[src/uart_rx_defs.svh]
// Purpose: Register offsets, field positions, reset values and timing counts of the serial receive filter.
// Assumes: Register port carries 8-bit addresses and 8-bit data.
// Notes: Offsets 0x98, 0xA9, 0xB9 are the special function register addresses; the others are local.
`ifndef UART_RX_DEFS_SVH
`define UART_RX_DEFS_SVH
`define OFS_SERIAL_CONTROL 8'h98
`define OFS_POWER_CONTROL 8'h87
`define OFS_STATION_ADDRESS 8'hA9
`define OFS_ADDRESS_MASK 8'hB9
`define OFS_BAUD_DIV 8'hC0
`define OFS_TX_BAUD_DIV 8'hC5
`define OFS_TX_DATA 8'hC1
`define OFS_RX_DATA 8'hC2
`define OFS_IRQ_STATUS 8'hC3
`define OFS_IRQ_MASK 8'hC4
`define BIT_SC_TOP 7
`define BIT_SC_MODE_LOW 6
`define BIT_SC_MULTIDROP 5
`define BIT_SC_RX_ENABLE 4
`define BIT_SC_TX_NINTH 3
`define BIT_SC_RX_NINTH 2
`define BIT_SC_TX_DONE 1
`define BIT_SC_RX_DONE 0
`define BIT_PC_FRAME_ERR_EN 6
`define BIT_IRQ_RX 0
`define BIT_IRQ_TX 1
`define BIT_IRQ_FE 2
`define RST_BYTE 8'h00
`define RST_BAUD_DIV 16'h000A
`define OVERSAMPLE 16
`endif

[src/uart_rx_pkg.sv]
// Purpose: Types shared by the serial receive filter.
// Assumes: Used together with uart_rx_defs.svh.
// Notes: States are one-hot.
package uart_rx_pkg;
    typedef enum logic [3:0] {
        RX_IDLE = 4'b0001,
        RX_START = 4'b0010,
        RX_BITS = 4'b0100,
        RX_STOP = 4'b1000
    } rx_state_t;
    typedef enum logic [2:0] {
        TX_IDLE = 3'b001,
        TX_BITS = 3'b010,
        TX_STOP = 3'b100
    } tx_state_t;
    typedef struct packed {
        logic [7:0] addr;
        logic [7:0] wdata;
        logic wr;
        logic rd;
    } reg_req_t;
endpackage : uart_rx_pkg

[src/uart_rx_filter.sv]
// Purpose: Asynchronous serial port with frame-error check and hardware address filtering.
// Assumes: 20 MHz clk_sys; baud divider gives 16 ticks per bit; rx pin is asynchronous.
// Notes: Mode 0 shift-register operation is not provided; in mode 0 the receiver stays idle.
//
// Our own choice: the address-and-strobe port.
`timescale 1ns/100ps
`include "uart_rx_defs.svh"

// Contract
// Transmit and receive run at once, each with its own baud divider.
// Frame-error checking works in modes 1 to 3 and only while frame_error_enable is set.
// With checking on, each frame's stop bit is tested and a bad one sets frame_error_flag.
// frame_error_flag stays set until software writes it to zero or reset; good frames leave it.
// With checking on, receive_done_flag rises at the stop bit, not at the last data bit.
// Address recognition is on exactly when multidrop_enable is set.
// With recognition on, an address frame raises receive_done_flag only on a given or broadcast match.
// In mode 1 with recognition on, the stop bit is the ninth bit and a match needs a valid stop bit.
// In mode 0 multidrop_enable has no effect.
// The given address compares only the station_address bits whose mask bit is one.
// A mask of all ones compares every bit of the individual address.
// The broadcast address is station_address OR mask, zero bits being don't care.
// Reset clears station_address and mask, so any address is accepted.
// Bit 7 of serial_control_register is frame_error_flag while frame_error_enable is set, else the mode bit.
// In modes 2 and 3 only frames with ninth bit one are address-matched.
module uart_rx_filter #(
    parameter int DIV_W = 16
) (
    input wire logic clk_sys,
    input wire logic rst,
    input wire logic [7:0] reg_addr,
    input wire logic [7:0] reg_wdata,
    input wire logic reg_wr,
    input wire logic reg_rd,
    output logic [7:0] reg_rdata,
    input wire logic rx_pin,
    output logic tx_pin,
    output logic irq
);
    uart_rx_pkg::reg_req_t req;
    // Register and flag state.
    logic rx_s1_r, rx_s2_r, fe_flag_r, fe_flag_nxt, fe_en_r, fe_en_nxt, irq_r, irq_nxt;
    logic multidrop_r, multidrop_nxt, rx_en_r, rx_en_nxt, tb8_r, tb8_nxt, rb8_r, rb8_nxt;
    logic ti_r, ti_nxt, ri_r, ri_nxt, tx_r, tx_nxt;
    logic [1:0] mode_r, mode_nxt;
    logic [2:0] irq_st_r, irq_st_nxt, irq_mk_r, irq_mk_nxt;
    logic [7:0] receive_station_address_r, receive_station_address_nxt, smask_r, smask_nxt, rx_data_r, rx_data_nxt, rdata_r, rdata_nxt;
    logic [DIV_W-1:0] rx_div_r, rx_div_nxt, tx_div_r, tx_div_nxt, rcnt_r, rcnt_nxt, tcnt_r, tcnt_nxt;
    // Receiver and transmitter sequencing state.
    uart_rx_pkg::rx_state_t rs_r, rs_nxt;
    uart_rx_pkg::tx_state_t ts_r, ts_nxt;
    logic [3:0] rtick_r, rtick_nxt, rbit_r, rbit_nxt, ttick_r, ttick_nxt, tbit_r, tbit_nxt;
    logic [8:0] rsh_r, rsh_nxt;
    logic [9:0] tsh_r, tsh_nxt;
    logic rx_tick, tx_tick, rx_mid, ri_set, fe_set, ti_set, ninth_bits;
    logic [7:0] rx_byte, given_care, bcast_addr;
    logic addr_match, stop_ok, accept, ninth;
    assign req = '{addr: reg_addr, wdata: reg_wdata, wr: reg_wr, rd: reg_rd};
    // Two-stage synchroniser for the receive pin.
    always_ff @(posedge clk_sys) begin
        if (rst) begin
            rx_s1_r <= 1'b1;
            rx_s2_r <= 1'b1;
        end else begin
            rx_s1_r <= rx_pin;
            rx_s2_r <= rx_s1_r;
        end
    end

    // Independent oversample ticks for each direction.
    assign rx_tick = (rcnt_r == '0);
    assign tx_tick = (tcnt_r == '0);
    assign rx_mid = rx_tick && (rtick_r == 4'(`OVERSAMPLE / 2 - 1));
    assign ninth_bits = mode_r[1];

    // Address match: given compares mask-one bits, broadcast compares OR-one bits.
    assign rx_byte = ninth_bits ? rsh_r[7:0] : rsh_r[8:1];
    assign given_care = smask_r;
    assign bcast_addr = receive_station_address_r | smask_r;
    assign addr_match = (((rx_byte ^ receive_station_address_r) & given_care) == 8'h00)
        || (((rx_byte ^ bcast_addr) & bcast_addr) == 8'h00);
    assign stop_ok = rx_s2_r;
    assign ninth = ninth_bits ? rsh_r[8] : stop_ok;
    // Frame accepted when not filtered; mode 0 never reaches here.
    assign accept = !multidrop_r || (ninth && addr_match && (ninth_bits || stop_ok));

    // Receiver sequencing and flag events.
    always_comb begin
        rs_nxt = rs_r;
        rcnt_nxt = rx_tick ? rx_div_r : rcnt_r - DIV_W'(1);
        rtick_nxt = rx_tick ? rtick_r + 4'h1 : rtick_r;
        rbit_nxt = rbit_r;
        rsh_nxt = rsh_r;
        rx_data_nxt = rx_data_r;
        rb8_nxt = rb8_r;
        ri_set = 1'b0;
        fe_set = 1'b0;
        case (rs_r)
            uart_rx_pkg::RX_IDLE: begin
                rtick_nxt = 4'h0;
                if (rx_en_r && mode_r != 2'b00 && !rx_s2_r) begin
                    rs_nxt = uart_rx_pkg::RX_START;
                end
            end
            uart_rx_pkg::RX_START: begin
                if (rx_mid) begin
                    rs_nxt = rx_s2_r ? uart_rx_pkg::RX_IDLE : uart_rx_pkg::RX_BITS;
                    rbit_nxt = 4'h0;
                end
            end
            uart_rx_pkg::RX_BITS: begin
                if (rx_mid) begin
                    rsh_nxt = {rx_s2_r, rsh_r[8:1]};
                    rbit_nxt = rbit_r + 4'h1;
                    if (rbit_r == (ninth_bits ? 4'h8 : 4'h7)) begin
                        rs_nxt = uart_rx_pkg::RX_STOP;
                    end
                end
            end
            uart_rx_pkg::RX_STOP: begin
                if (rx_mid) begin
                    rs_nxt = uart_rx_pkg::RX_IDLE;
                    if (accept) begin
                        rx_data_nxt = rx_byte;
                        rb8_nxt = ninth;
                        ri_set = 1'b1;
                    end
                    fe_set = fe_en_r && !stop_ok;
                end
            end
            default: rs_nxt = uart_rx_pkg::RX_IDLE;
        endcase
    end

    // Transmitter sequencing.
    always_comb begin
        ts_nxt = ts_r;
        tcnt_nxt = tx_tick ? tx_div_r : tcnt_r - DIV_W'(1);
        ttick_nxt = tx_tick ? ttick_r + 4'h1 : ttick_r;
        tbit_nxt = tbit_r;
        tsh_nxt = tsh_r;
        tx_nxt = tx_r;
        ti_set = 1'b0;
        case (ts_r)
            uart_rx_pkg::TX_IDLE: begin
                tx_nxt = 1'b1;
                ttick_nxt = 4'h0;
                if (req.wr && req.addr == `OFS_TX_DATA && mode_r != 2'b00) begin
                    tsh_nxt = ninth_bits ? {tb8_r, req.wdata, 1'b0} : {1'b1, req.wdata, 1'b0};
                    tbit_nxt = 4'h0;
                    ts_nxt = uart_rx_pkg::TX_BITS;
                end
            end
            uart_rx_pkg::TX_BITS: begin
                tx_nxt = tsh_r[0];
                if (tx_tick && ttick_r == 4'(`OVERSAMPLE - 1)) begin
                    tsh_nxt = {1'b1, tsh_r[9:1]};
                    tbit_nxt = tbit_r + 4'h1;
                    if (tbit_r == (ninth_bits ? 4'h9 : 4'h8)) begin
                        ts_nxt = uart_rx_pkg::TX_STOP;
                        ti_set = 1'b1;
                    end
                end
            end
            uart_rx_pkg::TX_STOP: begin
                tx_nxt = 1'b1;
                if (tx_tick && ttick_r == 4'(`OVERSAMPLE - 1)) begin
                    ts_nxt = uart_rx_pkg::TX_IDLE;
                end
            end
            default: ts_nxt = uart_rx_pkg::TX_IDLE;
        endcase
    end

    // Register writes, sticky flags with set over clear, and read data.
    always_comb begin
        mode_nxt = mode_r;
        fe_en_nxt = fe_en_r;
        multidrop_nxt = multidrop_r;
        rx_en_nxt = rx_en_r;
        tb8_nxt = tb8_r;
        ti_nxt = ti_r;
        ri_nxt = ri_r;
        fe_flag_nxt = fe_flag_r;
        receive_station_address_nxt = receive_station_address_r;
        smask_nxt = smask_r;
        rx_div_nxt = rx_div_r;
        tx_div_nxt = tx_div_r;
        irq_mk_nxt = irq_mk_r;
        irq_st_nxt = irq_st_r;
        rdata_nxt = 8'h00;
        if (req.wr) begin
            case (req.addr)
                `OFS_SERIAL_CONTROL: begin
                    if (fe_en_r) begin
                        fe_flag_nxt = req.wdata[`BIT_SC_TOP];
                    end else begin
                        mode_nxt[1] = req.wdata[`BIT_SC_TOP];
                    end
                    mode_nxt[0] = req.wdata[`BIT_SC_MODE_LOW];
                    multidrop_nxt = req.wdata[`BIT_SC_MULTIDROP];
                    rx_en_nxt = req.wdata[`BIT_SC_RX_ENABLE];
                    tb8_nxt = req.wdata[`BIT_SC_TX_NINTH];
                    ti_nxt = req.wdata[`BIT_SC_TX_DONE];
                    ri_nxt = req.wdata[`BIT_SC_RX_DONE];
                end
                `OFS_POWER_CONTROL: fe_en_nxt = req.wdata[`BIT_PC_FRAME_ERR_EN];
                `OFS_STATION_ADDRESS: receive_station_address_nxt = req.wdata;
                `OFS_ADDRESS_MASK: smask_nxt = req.wdata;
                `OFS_BAUD_DIV: rx_div_nxt = DIV_W'(req.wdata);
                `OFS_TX_BAUD_DIV: tx_div_nxt = DIV_W'(req.wdata);
                `OFS_IRQ_STATUS: irq_st_nxt = irq_st_r & ~req.wdata[2:0];
                `OFS_IRQ_MASK: irq_mk_nxt = req.wdata[2:0];
                default: ;
            endcase
        end
        // Hardware events win over a clear in the same cycle.
        if (ri_set) begin
            ri_nxt = 1'b1;
            irq_st_nxt[`BIT_IRQ_RX] = 1'b1;
        end
        if (ti_set) begin
            ti_nxt = 1'b1;
            irq_st_nxt[`BIT_IRQ_TX] = 1'b1;
        end
        if (fe_set) begin
            fe_flag_nxt = 1'b1;
            irq_st_nxt[`BIT_IRQ_FE] = 1'b1;
        end
        if (req.rd) begin
            case (req.addr)
                `OFS_SERIAL_CONTROL: rdata_nxt = {fe_en_r ? fe_flag_r : mode_r[1], mode_r[0], multidrop_r,
                    rx_en_r, tb8_r, rb8_r, ti_r, ri_r};
                `OFS_POWER_CONTROL: rdata_nxt = {1'b0, fe_en_r, 6'h00};
                `OFS_STATION_ADDRESS: rdata_nxt = receive_station_address_r;
                `OFS_ADDRESS_MASK: rdata_nxt = smask_r;
                `OFS_BAUD_DIV: rdata_nxt = rx_div_r[7:0];
                `OFS_RX_DATA: rdata_nxt = rx_data_r;
                `OFS_IRQ_STATUS: rdata_nxt = {5'h00, irq_st_r};
                `OFS_IRQ_MASK: rdata_nxt = {5'h00, irq_mk_r};
                default: rdata_nxt = 8'h00;
            endcase
        end
        irq_nxt = |(irq_st_nxt & irq_mk_nxt);
    end
    // Register every state group.
    always_ff @(posedge clk_sys) begin
        if (rst) begin
            mode_r <= 2'b00;
            fe_en_r <= 1'b0;
            fe_flag_r <= 1'b0;
            multidrop_r <= 1'b0;
            rx_en_r <= 1'b0;
            tb8_r <= 1'b0;
            rb8_r <= 1'b0;
            ti_r <= 1'b0;
            ri_r <= 1'b0;
            receive_station_address_r <= `RST_BYTE;
            smask_r <= `RST_BYTE;
            rx_data_r <= `RST_BYTE;
            rx_div_r <= DIV_W'(`RST_BAUD_DIV);
            tx_div_r <= DIV_W'(`RST_BAUD_DIV);
            irq_st_r <= 3'h0;
            irq_mk_r <= 3'h0;
            rdata_r <= 8'h00;
            irq_r <= 1'b0;
            rs_r <= uart_rx_pkg::RX_IDLE;
            rcnt_r <= '0;
            rtick_r <= 4'h0;
            rbit_r <= 4'h0;
            rsh_r <= 9'h000;
            ts_r <= uart_rx_pkg::TX_IDLE;
            tcnt_r <= '0;
            ttick_r <= 4'h0;
            tbit_r <= 4'h0;
            tsh_r <= 10'h3FF;
            tx_r <= 1'b1;
        end else begin
            mode_r <= mode_nxt;
            fe_en_r <= fe_en_nxt;
            fe_flag_r <= fe_flag_nxt;
            multidrop_r <= multidrop_nxt;
            rx_en_r <= rx_en_nxt;
            tb8_r <= tb8_nxt;
            rb8_r <= rb8_nxt;
            ti_r <= ti_nxt;
            ri_r <= ri_nxt;
            receive_station_address_r <= receive_station_address_nxt;
            smask_r <= smask_nxt;
            rx_data_r <= rx_data_nxt;
            rx_div_r <= rx_div_nxt;
            tx_div_r <= tx_div_nxt;
            irq_st_r <= irq_st_nxt;
            irq_mk_r <= irq_mk_nxt;
            rdata_r <= rdata_nxt;
            irq_r <= irq_nxt;
            rs_r <= rs_nxt;
            rcnt_r <= rcnt_nxt;
            rtick_r <= rtick_nxt;
            rbit_r <= rbit_nxt;
            rsh_r <= rsh_nxt;
            ts_r <= ts_nxt;
            tcnt_r <= tcnt_nxt;
            ttick_r <= ttick_nxt;
            tbit_r <= tbit_nxt;
            tsh_r <= tsh_nxt;
            tx_r <= tx_nxt;
        end
    end

    assign reg_rdata = rdata_r;
    assign tx_pin = tx_r;
    assign irq = irq_r;
    // Checks on the flag, receiver, reset and interrupt logic.
    chk_fe_sticky: assert property (@(posedge clk_sys) disable iff (rst)
        fe_flag_r && !(reg_wr && reg_addr == `OFS_SERIAL_CONTROL) |=> fe_flag_r)
        else $error("frame error flag dropped without a write");
    chk_fe_needs_en: assert property (@(posedge clk_sys) disable iff (rst)
        $rose(fe_flag_r) && !$past(reg_wr) |-> $past(fe_en_r))
        else $error("frame error set while checking disabled");
    chk_fe_bad_stop: assert property (@(posedge clk_sys) disable iff (rst)
        rs_r == uart_rx_pkg::RX_STOP && rx_mid && fe_en_r && !rx_s2_r |=> fe_flag_r)
        else $error("bad stop bit not flagged");
    chk_ri_at_stop: assert property (@(posedge clk_sys) disable iff (rst)
        $rose(ri_r) && !$past(reg_wr) |-> $past(rs_r) == uart_rx_pkg::RX_STOP)
        else $error("receive done raised outside stop bit");
    chk_filter_match: assert property (@(posedge clk_sys) disable iff (rst)
        ri_set && multidrop_r |-> addr_match)
        else $error("unmatched address accepted");
    chk_mode1_stop: assert property (@(posedge clk_sys) disable iff (rst)
        ri_set && multidrop_r && mode_r == 2'b01 |-> stop_ok)
        else $error("mode 1 address accepted without stop bit");
    chk_mode0_idle: assert property (@(posedge clk_sys) disable iff (rst)
        mode_r == 2'b00 && rs_r == uart_rx_pkg::RX_IDLE |=> rs_r == uart_rx_pkg::RX_IDLE)
        else $error("receiver left idle in mode 0");
    chk_reset_any: assert property (@(posedge clk_sys)
        rst |=> receive_station_address_r == 8'h00 && smask_r == 8'h00 && addr_match)
        else $error("reset address not open");
    chk_irq_level: assert property (@(posedge clk_sys) disable iff (rst)
        irq == |(irq_st_r & irq_mk_r))
        else $error("interrupt level mismatch");
endmodule : uart_rx_filter

[config.mk]
export PLATFORM = sky130hd
export DESIGN_NAME = uart_rx_filter
export DESIGN_NICKNAME = d
export VERILOG_FILES = /design/src/uart_rx_pkg.sv /design/src/uart_rx_filter.sv
export VERILOG_INCLUDE_DIRS = /design/src
export SDC_FILE = /design/constraint.sdc
export NUM_CORES = 1
export LEC_CHECK = 0
export BUFFER_PORTS_ARGS = -buffer_cell sky130_fd_sc_hd__buf_2
export CAP_MARGIN = 30
export CORE_MARGIN = 5
export CORE_UTILIZATION = 37
export CTS_BUF_LIST = sky130_fd_sc_hd__clkbuf_8
export CTS_CLUSTER_SIZE = 40
export DETAILED_ROUTE_END_ITERATION = 10
export GPL_ROUTABILITY_DRIVEN = 0
export GPL_TIMING_DRIVEN = 0
export PLACE_DENSITY_LB_ADDON = 0.25
export SLEW_MARGIN = 20
export SYNTH_ARGS = -nofsm -noshare
export SYNTH_HDL_FRONTEND = slang
export SYNTH_SLANG_ARGS = --single-unit
export TNS_END_PERCENT = 100
[constraint.sdc]
create_clock -name clk_sys -period 4.96 [get_ports clk_sys]
set_input_delay 0.992 -clock clk_sys [delete_from_list [all_inputs] [get_ports clk_sys]]
set_output_delay 0.992 -clock clk_sys [all_outputs]
set_load 0.01 [all_outputs]
### Word level (Yosys, flattened, before mapping)

Cells that the tools add are included.

| storage, ports and cells | value |
|---|---|
| flip-flop bits (word level) | 142 |
| bits in latches | 0 |
| bits in writable memories | 0 |
| memory bits (read-only) | 0 |
| input bits | 21 |
| output and inout bits | 10 |
| memories kept | 0 |

| cells by class | value |
|---|---|
| add/subtract/negate cells | 6 |
| multipliers | 0 |
| div/mod/pow operators | 0 |
| $lt $le $gt $ge | 0 |
| equal/unequal tests | 30 |
| shift operators | 0 |
| mux-type cells | 56 |
| bitwise gates (word level) | 10 |
| reductions and logical operators | 52 |

Operators by type and width:

| operator | count |
|---|---|
| equality test 8 bit (second input constant) | 10 |
| case mux 8 bit (8 select lines) | 1 |
| two-way mux 4 bit | 10 |
| zero test 16 bit | 2 |
| subtractor 16 x 1 -> 16 bit (second input constant) | 2 |
| two-way mux 10 bit | 3 |
| two-way mux 3 bit | 9 |
| two-way mux 1 bit | 24 |
| two-way mux 8 bit | 3 |
| nonzero test 2 bit | 11 |
| case mux 10 bit (2 select lines) | 1 |
| inequality test 2 bit (second input constant) | 9 |
| AND reduction 2 bit | 9 |
| adder 4 x 1 -> 4 bit (second input constant) | 4 |
| AND 8 bit | 2 |
| zero test 8 bit | 2 |
| case mux 4 bit (2 select lines) | 2 |
| case mux 4 bit (4 select lines) | 1 |
| XOR 8 bit | 2 |
| AND reduction 3 bit | 5 |
| OR reduction 2 bit | 6 |
| logical AND 1 bit | 9 |
| case mux 3 bit (3 select lines) | 1 |
| equality test 4 x 3 -> 1 bit (second input constant) | 2 |
| other kinds (17) | 24 |

### Depth between registers and ports, before layout

Gate-level depths: netlist of run 1.

| depth | value |
|---|---|
| depth after elaboration | 14 |
| mapped depth | 10 |

### Worst setup path before layout of run 1

OpenSTA, ideal clock, no wires.

| timing path | value |
|---|---|
| kind | in2reg |
| start | input port reg_addr[3] |
| end | register tbit_r[0] |
| data arrival time | 2766 ps |
| data required time | 4832 ps |
| setup slack | 2066 ps |
| stages on the path | 6 |
| buffers on the path | 0 |
| cells stage by stage | or2_2 -> or2_2 -> nor4b_1 -> nor2_1 -> mux2i_1 -> nor2_1 |

| on the way | value |
|---|---|
| word-level cells in the longest chain between the ends | 5 |

Ends and longest elaborated chain:

| item | RTL line | RTL |
|---|---|---|
| start: declaration | uart_rx_filter.sv:30 | `input wire logic [7:0] reg_addr,` |
| equality test 8 bit (no source line) | n/a |  |
| logical AND 1 bit (no source line) | n/a |  |
| logical AND 1 bit | uart_rx_filter.sv:147 | `` if (req.wr && req.addr == `OFS_TX_DATA && mode_r != 2'b00) begin `` |
| inequality test 2 bit (no source line) | n/a |  |
| AND reduction 3 bit (no source line) | n/a |  |
| end signal: assignment | uart_rx_filter.sv:304 | `tbit_r <= tbit_nxt;` |
| end: declaration | uart_rx_filter.sv:51 | `logic [3:0] rtick_r, rtick_nxt, rbit_r, rbit_nxt, ttick_r, ttick_nxt, tbit_r, tbit_nxt;` |

No other way between the ends.
A chain may end at the register's enable or synchronous reset.

### Final worst setup path of run 1

| timing path | value |
|---|---|
| start | input port reg_addr[4] |
| end | register rdata_r[6] (netlist: reg_rdata[6]) |

| on the way | value |
|---|---|
| word-level cells in the longest chain between the ends | 2 |

Ends and longest elaborated chain:

| item | RTL line | RTL |
|---|---|---|
| equality test 8 bit | uart_rx_filter.sv:230 | `case (req.addr)` |
| case mux 8 bit (8 select lines) * | uart_rx_filter.sv:230 |  |
| end signal: assignment | uart_rx_filter.sv:294 | `rdata_r <= rdata_nxt;` |
| end: declaration | uart_rx_filter.sv:46 | `logic [7:0] receive_station_address_r, receive_station_address_nxt, smask_r, smask_nxt, rx_data_r, rx_data_nxt ...` |

Every way passes the cells marked *; elsewhere a longest branch is shown, timed or not.

==> key figures, run 1 <==
STA
  • Final Hold Viols: 0
  • Slew margin rel.: 0.314
  • Final setup fails: 0
  • Final Cycle Share: 0.581
  • Tmin final: 2.88 ns
  • FMAX: 347 MHz
  • Worst Skew: 0.0148 ns
  • Pins Over Slew Limit: 0
  • Worst Tran Pin Value: 1.02 ns
  • Setup TNS: 0 ns
  • RSZ-0062 raised after global routing: no

Drt
  • Detailed Route WL: 17100 um
  • Antenna Nets Post-Route: 0
  • Initial DRC count: ~320
  • Routed vias/inst: between 5 and 6
  • Wirelength per Cell: 16.7 um
  • DRT Pass-1 Iters: 5
  • Via count: 5342
  • DRC: 0

Logic synthesis
  • Cell variety after synth: 56
  • Synthesis Warnings: 0
  • Cells after synthesis: about 740
  • Top_reg_cell synth: dfxtp_1
  • #FFs+latches synth: ~140
  • Avg Cell Area, Syn: around 8.7 um2
  • Ys async rst share: 0
  • Sequential cell area fraction in the yosys report: 0.442
  • EDFF count, synth: 0
  • Post-synthesis net count: 764
  • Mapped cell area: 0.00643 mm2

Clock network
  • Clock slew at reported path FFs: ~0.08 ns
  • Clk root buf: clkbuf_8
  • Postcts setup bufs: 0
  • Clock Path Buffers: 2
  • Sink Count: between 100 and 150
  • Post_cts resized: 0
  • Number of H-tree levels: 4
  • Cts hold-fix bufs: 0
  • CTS buffer count: 17
  • CTS tree: yes
  • Latest clock arrival within the worst-skew pair: 0.45 ns

Die
  • Core Rows: 48
  • Die Y: 142 um
  • IO Count: 31
  • Die area: 0.0201 mm2
  • Core Box Area: 0.0172 mm2
  • Initial Util: 0.374
  • Chip Width: roughly 140 um

Critical path
  • Setup CP Type: input port to flip-flop
  • R2R setup slack: 2.23 ns
  • Reg-to-reg startpoint: tcnt_r[12]
  • Data required, critical path: 5.30 ns
  • CP Launch Type: input port
  • CP arrival: 3.23 ns
  • FF-to-FF End: tsh_r[9]
  • Critical Path Fanout Max: 10
  • CP endpoint kind: flip-flop
  • Worst r2r path cells: 6

Global route
  • First-pass GRT wire length: 28200 um
  • Tot GR Track Use: 0.177
  • Initial antenna violation count: 0
  • Total grt overflow: 0
  • Number of global-route vias before repair: between 5k and 6k
  • Pin count of the biggest net entering global routing: 17

Hold path
  • HP Class: flip-flop to flip-flop
  • Hold Path Origin: rx_s1_r
  • Worst Hold End: rx_s2_r
  • Hold Path Depth: 1

Finish
  • Layout cell share with drive strength beyond 1: 0.129
  • Fin cells: 1025
  • Nets: 815
  • Multi-input gate area: between 0.003 and 0.004 mm2
  • FILL cells: between 1.5k and 2k
  • P&R area growth vs syn: 12.8%
  • N_diodes: 0
  • FF/Latch Area: 0.00284 mm2

Outcome
  • Status: complete, no violations

Power
  • Maximum VDD drop: 0.158 mV
  • LEAKAGE: 2.72 nW
  • Pwr Total: 2.78 mW
  • Pwr Density: 384 mW/mm2

Run
  • Max Cap Violations: 0

Placement
  • Post-DP HPWL: about 13000 um
  • PortBufs: 29
  • Cells after DPL: slightly below 1k
## layout by cell type (no fill, tap or decap), types with 9 or more instances in the layout
cell type / instances
or2_2: 19
nor2b_1: 15
a211oi_1: 10
buf_2: 33
nand3_1: 30
nor2_1: 98
a22oi_1: 12
dfxtp_1: 142
nand2b_1: 14
xnor2_1: 21
mux2i_1: 40
mux2_2: 9
a21oi_1: 45
or3_1: 9
clkbuf_8: 17
inv_1: 16
clkbuf_1: 29
xor2_1: 17
nor3_1: 23
nand2_1: 82
## per-layer routing
metal  global-route usage  part of all wire
met1                0.239              0.49
met2                0.289              0.46
met5                    0                 0
met4               0.0601             0.017
met3               0.0307             0.033
## through the flow
step | cell area [um2] | util | hold WS (ns) | worst slack (ns)
global placement | 6850 | 0.399 | 0.393 | 1.24
finish | 7250 | 0.422 | 0.415 | 2.08
global route | 7250 | 0.422 | 0.442 | 1.96
floorplan | 6430 | - | 0.389 | 2.07
detailed placement | 6890 | 0.401 | 0.395 | 1.63
CTS | 7250 | 0.422 | 0.414 | 2.10
## state kept, by name, summed over array words and instances (netlist names), 2 cells and up
name	cells
ttick_r	4
rtick_r	4
ts_r	3
receive_station_address_r	8
rx_div_r	8
irq_mk_r	3
rsh_r	9
rx_data_r	8
tx_div_r	8
rcnt_r	16
reg_rdata	8
mode_r	2
rs_r	4
irq_st_r	3
given_care	8
tcnt_r	16
rbit_r	4
tbit_r	4
tsh_r	10
## final cells by class
class                           count  share of cell area
Multi-Input combinational cell    548               0.471
Sequential cell                   142               0.392
Tap cell                          225              0.0388
Clock buffer                       17              0.0323
Timing Repair Buffer               32              0.0221
Buffer                             33              0.0188
Clock inverter                     14              0.0179
Inverter                           14             0.00725
## worst max path at each step
stage                           start            to  slack, ns  depth (start not counted)
after floorplan           reg_addr[3]     tbit_r[0]       2.07                          6
after global placement    reg_addr[4]     tbit_r[0]       1.24                          7
after detailed placement  reg_addr[4]  reg_rdata[3]       1.63                          7
after CTS                 reg_addr[4]  reg_rdata[3]       2.10                          7
after global routing      reg_addr[4]  reg_rdata[6]       1.96                          7
final                     reg_addr[4]  reg_rdata[6]       2.08                          7
## cells in the mapped netlist (9+ instances only)
master | instances | share of area
dfxtp_1 | 142 | 0.44
nor2_1 | 98 | 0.057
nand2_1 | 82 | 0.048
a21oi_1 | 45 | 0.035
mux2i_1 | 40 | 0.062
nand3_1 | 30 | 0.023
clkbuf_1 | 29 | 0.017
nor3_1 | 24 | 0.019
xnor2_1 | 21 | 0.029
or2_2 | 19 | 0.018
xor2_1 | 17 | 0.023
nor2b_1 | 15 | 0.015
inv_1 | 14 | 0.0082
nand2b_1 | 14 | 0.014
a22oi_1 | 12 | 0.014
a211oi_1 | 10 | 0.012
mux2_2 | 9 | 0.016
or3_1 | 9 | 0.0088
## cells by family after synthesis
| group | count (synthesis) | synth area share |
|---|---|---|
| AOI/OAI and AO/OA | 126 | 0.137 |
| buffers and inverters | 47 | 0.0294 |
| adders and majority gates | 6 | 0.0117 |
| xor gates and xnor gates | 38 | 0.0518 |
| and+or+nand+nor | 329 | 0.249 |
| DFF | 142 | 0.442 |
| muxes | 49 | 0.0781 |
## report_power, final
group,switching (mW),internal [mW]
Combinational,0.351,0.261
Sequential,0.0670,1.23
Clock,0.441,0.435
Total,0.859,1.92
## critical path, stage by stage
cell and delay (ns):
buf_2 0.13, nand4bb_1 0.29, or2_2 0.40, nor2_1 0.47
clkbuf_1 0.45, a222oi_1 0.17, a21oi_1 0.32
(Power assumes the default switching activity.)
==> run 2: changes to the inputs <==
- ABC_AREA: not set -> 1
- clock period: 4.96 -> 2.4 ns (I/O delays scaled with it)
==> run 2 against run 1 <==
Global-route usage is 0.98 points higher. Flip-flop and latch count unchanged. Critical path depth grew 8. Routed wire length increased by 15%. Register-to-register slack lost 2.0 ns. Sequential share of layout area decreased by 2.5 points. Final cell count grew 22%. Synthesized cell count up 30%. Worst hold slack got worse by 0.22 ns. Largest cell class unchanged. Largest power group unchanged. Highest routed layer unchanged.
==> key figures, run 2 <==
Logic synthesis
  • Largest family of logic cells by synthesized area: simple AND/OR/NAND/NOR gates
  • Most frequent cells after synthesis: nand2_1 (194), dfxtp_1 (142), inv_1 (117)
  • Leading area contributor after synthesis: dfxtp_1
  • Synthesis Warnings: 0
  • Main area contributors after synthesis: dfxtp_1 (41%), nand2_1 (11%), a21oi_1 (6.7%)
  • Cell variety after synth: 47
  • EDFF count, synth: 0
  • Ys async rst share: 0
  • Compound-Gate Fraction of Synth Area: 0.180
  • Most common cell in the netlist: nand2_1
  • Post-synthesis mux area share: 0
  • Cells after synthesis: about 960
  • Avg Cell Area, Syn: 7.21 um2
  • Sequential cell area fraction in the yosys report: 0.412
  • Mapped cell area: 0.00690 mm2
  • #FFs+latches synth: approximately 140
  • Top-area cell type share of the netlist area: 0.412
  • Post-Synth Simple-Gate Area: 0.281
  • Top_reg_cell synth: dfxtp_1
  • Synth Area in Adders: 0.0109
  • Xor and xnor area share after synthesis: 0.0267
  • Post-synthesis net count: 984

Drt
  • Antenna Nets Post-Route: 0
  • DRC: 0
  • Routed vias/inst: 5.12
  • Via count: 6421
  • Detailed Route WL: just under 20000 um
  • Initial DRC count: 454
  • Wirelength per Cell: 15.7 um
  • DRT Pass-1 Iters: 5

Finish
  • FILL cells: 1964
  • Nets: 1033
  • Fin cells: 1253
  • Most common cell after layout, fill and taps aside: nand2_1
  • N_diodes: 0
  • Regs by FF count: rcnt_r: 16 flops, tcnt_r: 16 flops, tsh_r: 10 flops
  • Layout cell share with drive strength beyond 1: 0.117
  • FF/Latch Area: 0.00284 mm2
  • P&R area growth vs syn: 12.4%
  • Multi-input gate area: 0.00345 mm2
  • Most frequent cells in the layout: nand2_1 (194), dfxtp_1 (142), inv_1 (118), a21oi_1 (92), nor2_1 (84)
  • Final Core Density: 0.419

Clock network
  • Number of H-tree levels: 4
  • CTS buffer count: 17
  • Sink Count: 142
  • Cts hold-fix bufs: 0
  • Clock slew at reported path FFs: about 0.080 ns
  • Clock Path Buffers: 2
  • Latest clock arrival within the worst-skew pair: 0.47 ns
  • Clk root buf: clkbuf_8
  • CTS tree: yes

Critical path
  • CP arrival: 2.58 ns
  • Critical Path Fanout Max: 10
  • CP Launch Type: flip-flop
  • Setup CP Type: flip-flop to flip-flop
  • Data required, critical path: 2.76 ns
  • CP endpoint kind: flip-flop

Global route
  • First-pass GRT wire length: 31800 um
  • Total grt overflow: 0
  • Initial antenna violation count: 0
  • Tot GR Track Use: 0.187
  • Number of global-route vias before repair: 6046
  • Pin count of the biggest net entering global routing: 17

STA
  • Worst Skew: ~0.010 ns
  • Slew margin rel.: 0.416
  • RSZ-0062 raised after global routing: no
  • Tmin final: 2.22 ns
  • FMAX: about 450 MHz
  • Final Cycle Share: 0.924
  • Final Hold Viols: 0
  • Final setup fails: 0
  • Pins Over Slew Limit: 0
  • Worst Tran Pin Value: slightly below 0.9 ns
  • Final setup margin: 0.182 ns

Outcome
  • Status: complete, no violations

Placement
  • Cells after DPL: 1221
  • PortBufs: 30
  • Post-DP HPWL: 14700 um
  • Place WS: -0.0252 ns

Hold path
  • HP Class: input port to flip-flop

Power
  • LEAKAGE: 3.28 nW
  • Pwr Density: 867 mW/mm2
  • Maximum VDD drop: 0.328 mV

Die
  • Core Box Area: 0.0185 mm2
  • Die Y: 147 um
  • Chip Width: 147 um
  • Die area: about 0.021 mm2
  • Initial Util: 0.373
  • IO Count: 31
  • Core Rows: 50

Run
  • Max Cap Violations: 0
run 2: cell types whose count changed after synthesis, sizes merged, moves of 16 or more:
cell	previous run	this run
xnor2	21	4
nand2	83	200
mux2i	40	0
clkbuf	29	13
nand4	4	20
o21ai	8	76
nand3	30	70
inv	14	125
a21oi	45	102
run 2: area by class of cell:
| class | count | area share |
|---|---|---|
| multi-input combinational | 665 | 0.444 |
| sequential | 142 | 0.367 |
| inverter | 126 | 0.0613 |
| tap | 234 | 0.0378 |
| clock buffer | 17 | 0.0302 |
| clock inverter | 15 | 0.0223 |
| timing repair buffer | 30 | 0.0194 |
| buffer | 24 | 0.0182 |
run 2: final timing paths:
check        startpoint           end  slack (ns)  cells past startpoint
min reg2reg     rx_s1_r       rx_s2_r        0.42                      1
max           mode_r[1]  rx_data_r[7]        0.18                     15
max reg2reg   mode_r[1]  rx_data_r[7]        0.18                     15
min              rx_pin       rx_s1_r        0.20                      2
run 2: logic make-up after synthesis:
logic type | after synthesis
and+or+nand+nor | 417
AOI/OAI and AO/OA | 221
buffers and inverters | 150
DFF | 142
xor gates and xnor gates | 21
adders and majority gates | 6
run 2: per-stage QoR:
stage | total power, mW | hold WS (ns) | TNS (ns) | cell area [um2]
2_1_floorplan | 4.34 | 0.389 | 0 | 6900
3_3_place_gp | 4.73 | 0.391 | 0 | 7340
3_5_place_dp | 4.76 | 0.406 | -0.0252 | 7340
4_1_cts | 6.77 | 0.180 | 0 | 7750
5_1_grt | 7.18 | 0.185 | 0 | 7750
6_report | 6.73 | 0.196 | 0 | 7750
run 2: critical path, cell delays in order (launching register included):
cell,delay (ns)
dfxtp_1,0.53
inv_2,0.17
buf_2,0.25
nand2_1,0.09
nand3_1,0.07
nand3_1,0.10
nand2_1,0.06
nor2_1,0.10
nand2_1,0.06
nand2_1,0.07
nand2_1,0.10
nand2_4,0.14
buf_6,0.17
nand3_1,0.09
nand2_1,0.07
nor2_1,0.04
run 2: power breakdown:
part           leakage [nW]  total (mW)  switching (mW)  internal [mW]
logic                  1.92        1.90            1.22          0.680
registers              1.15        2.82           0.190           2.63
clock network         0.207        2.01           0.988           1.02
total                  3.28        6.73            2.39           4.33
run 2: what timing repair did:
item                                    CTS  global route
endpoints found under the setup margin    0             2
setup buffers                             0             0
gates resized for setup                   0             2
run 2: layer usage:
| layer | track usage | wire (um) | up-vias |
|---|---|---|---|
| met3 | 0.0413 | 1130 | 33 |
| met2 | 0.283 | 8490 | 165 |
| met5 | 0 | 0 | - |
| met1 | 0.264 | 9670 | 2950 |
| met4 | 0.0635 | 427 | 0 |
| li1 | - | - | 3273 |
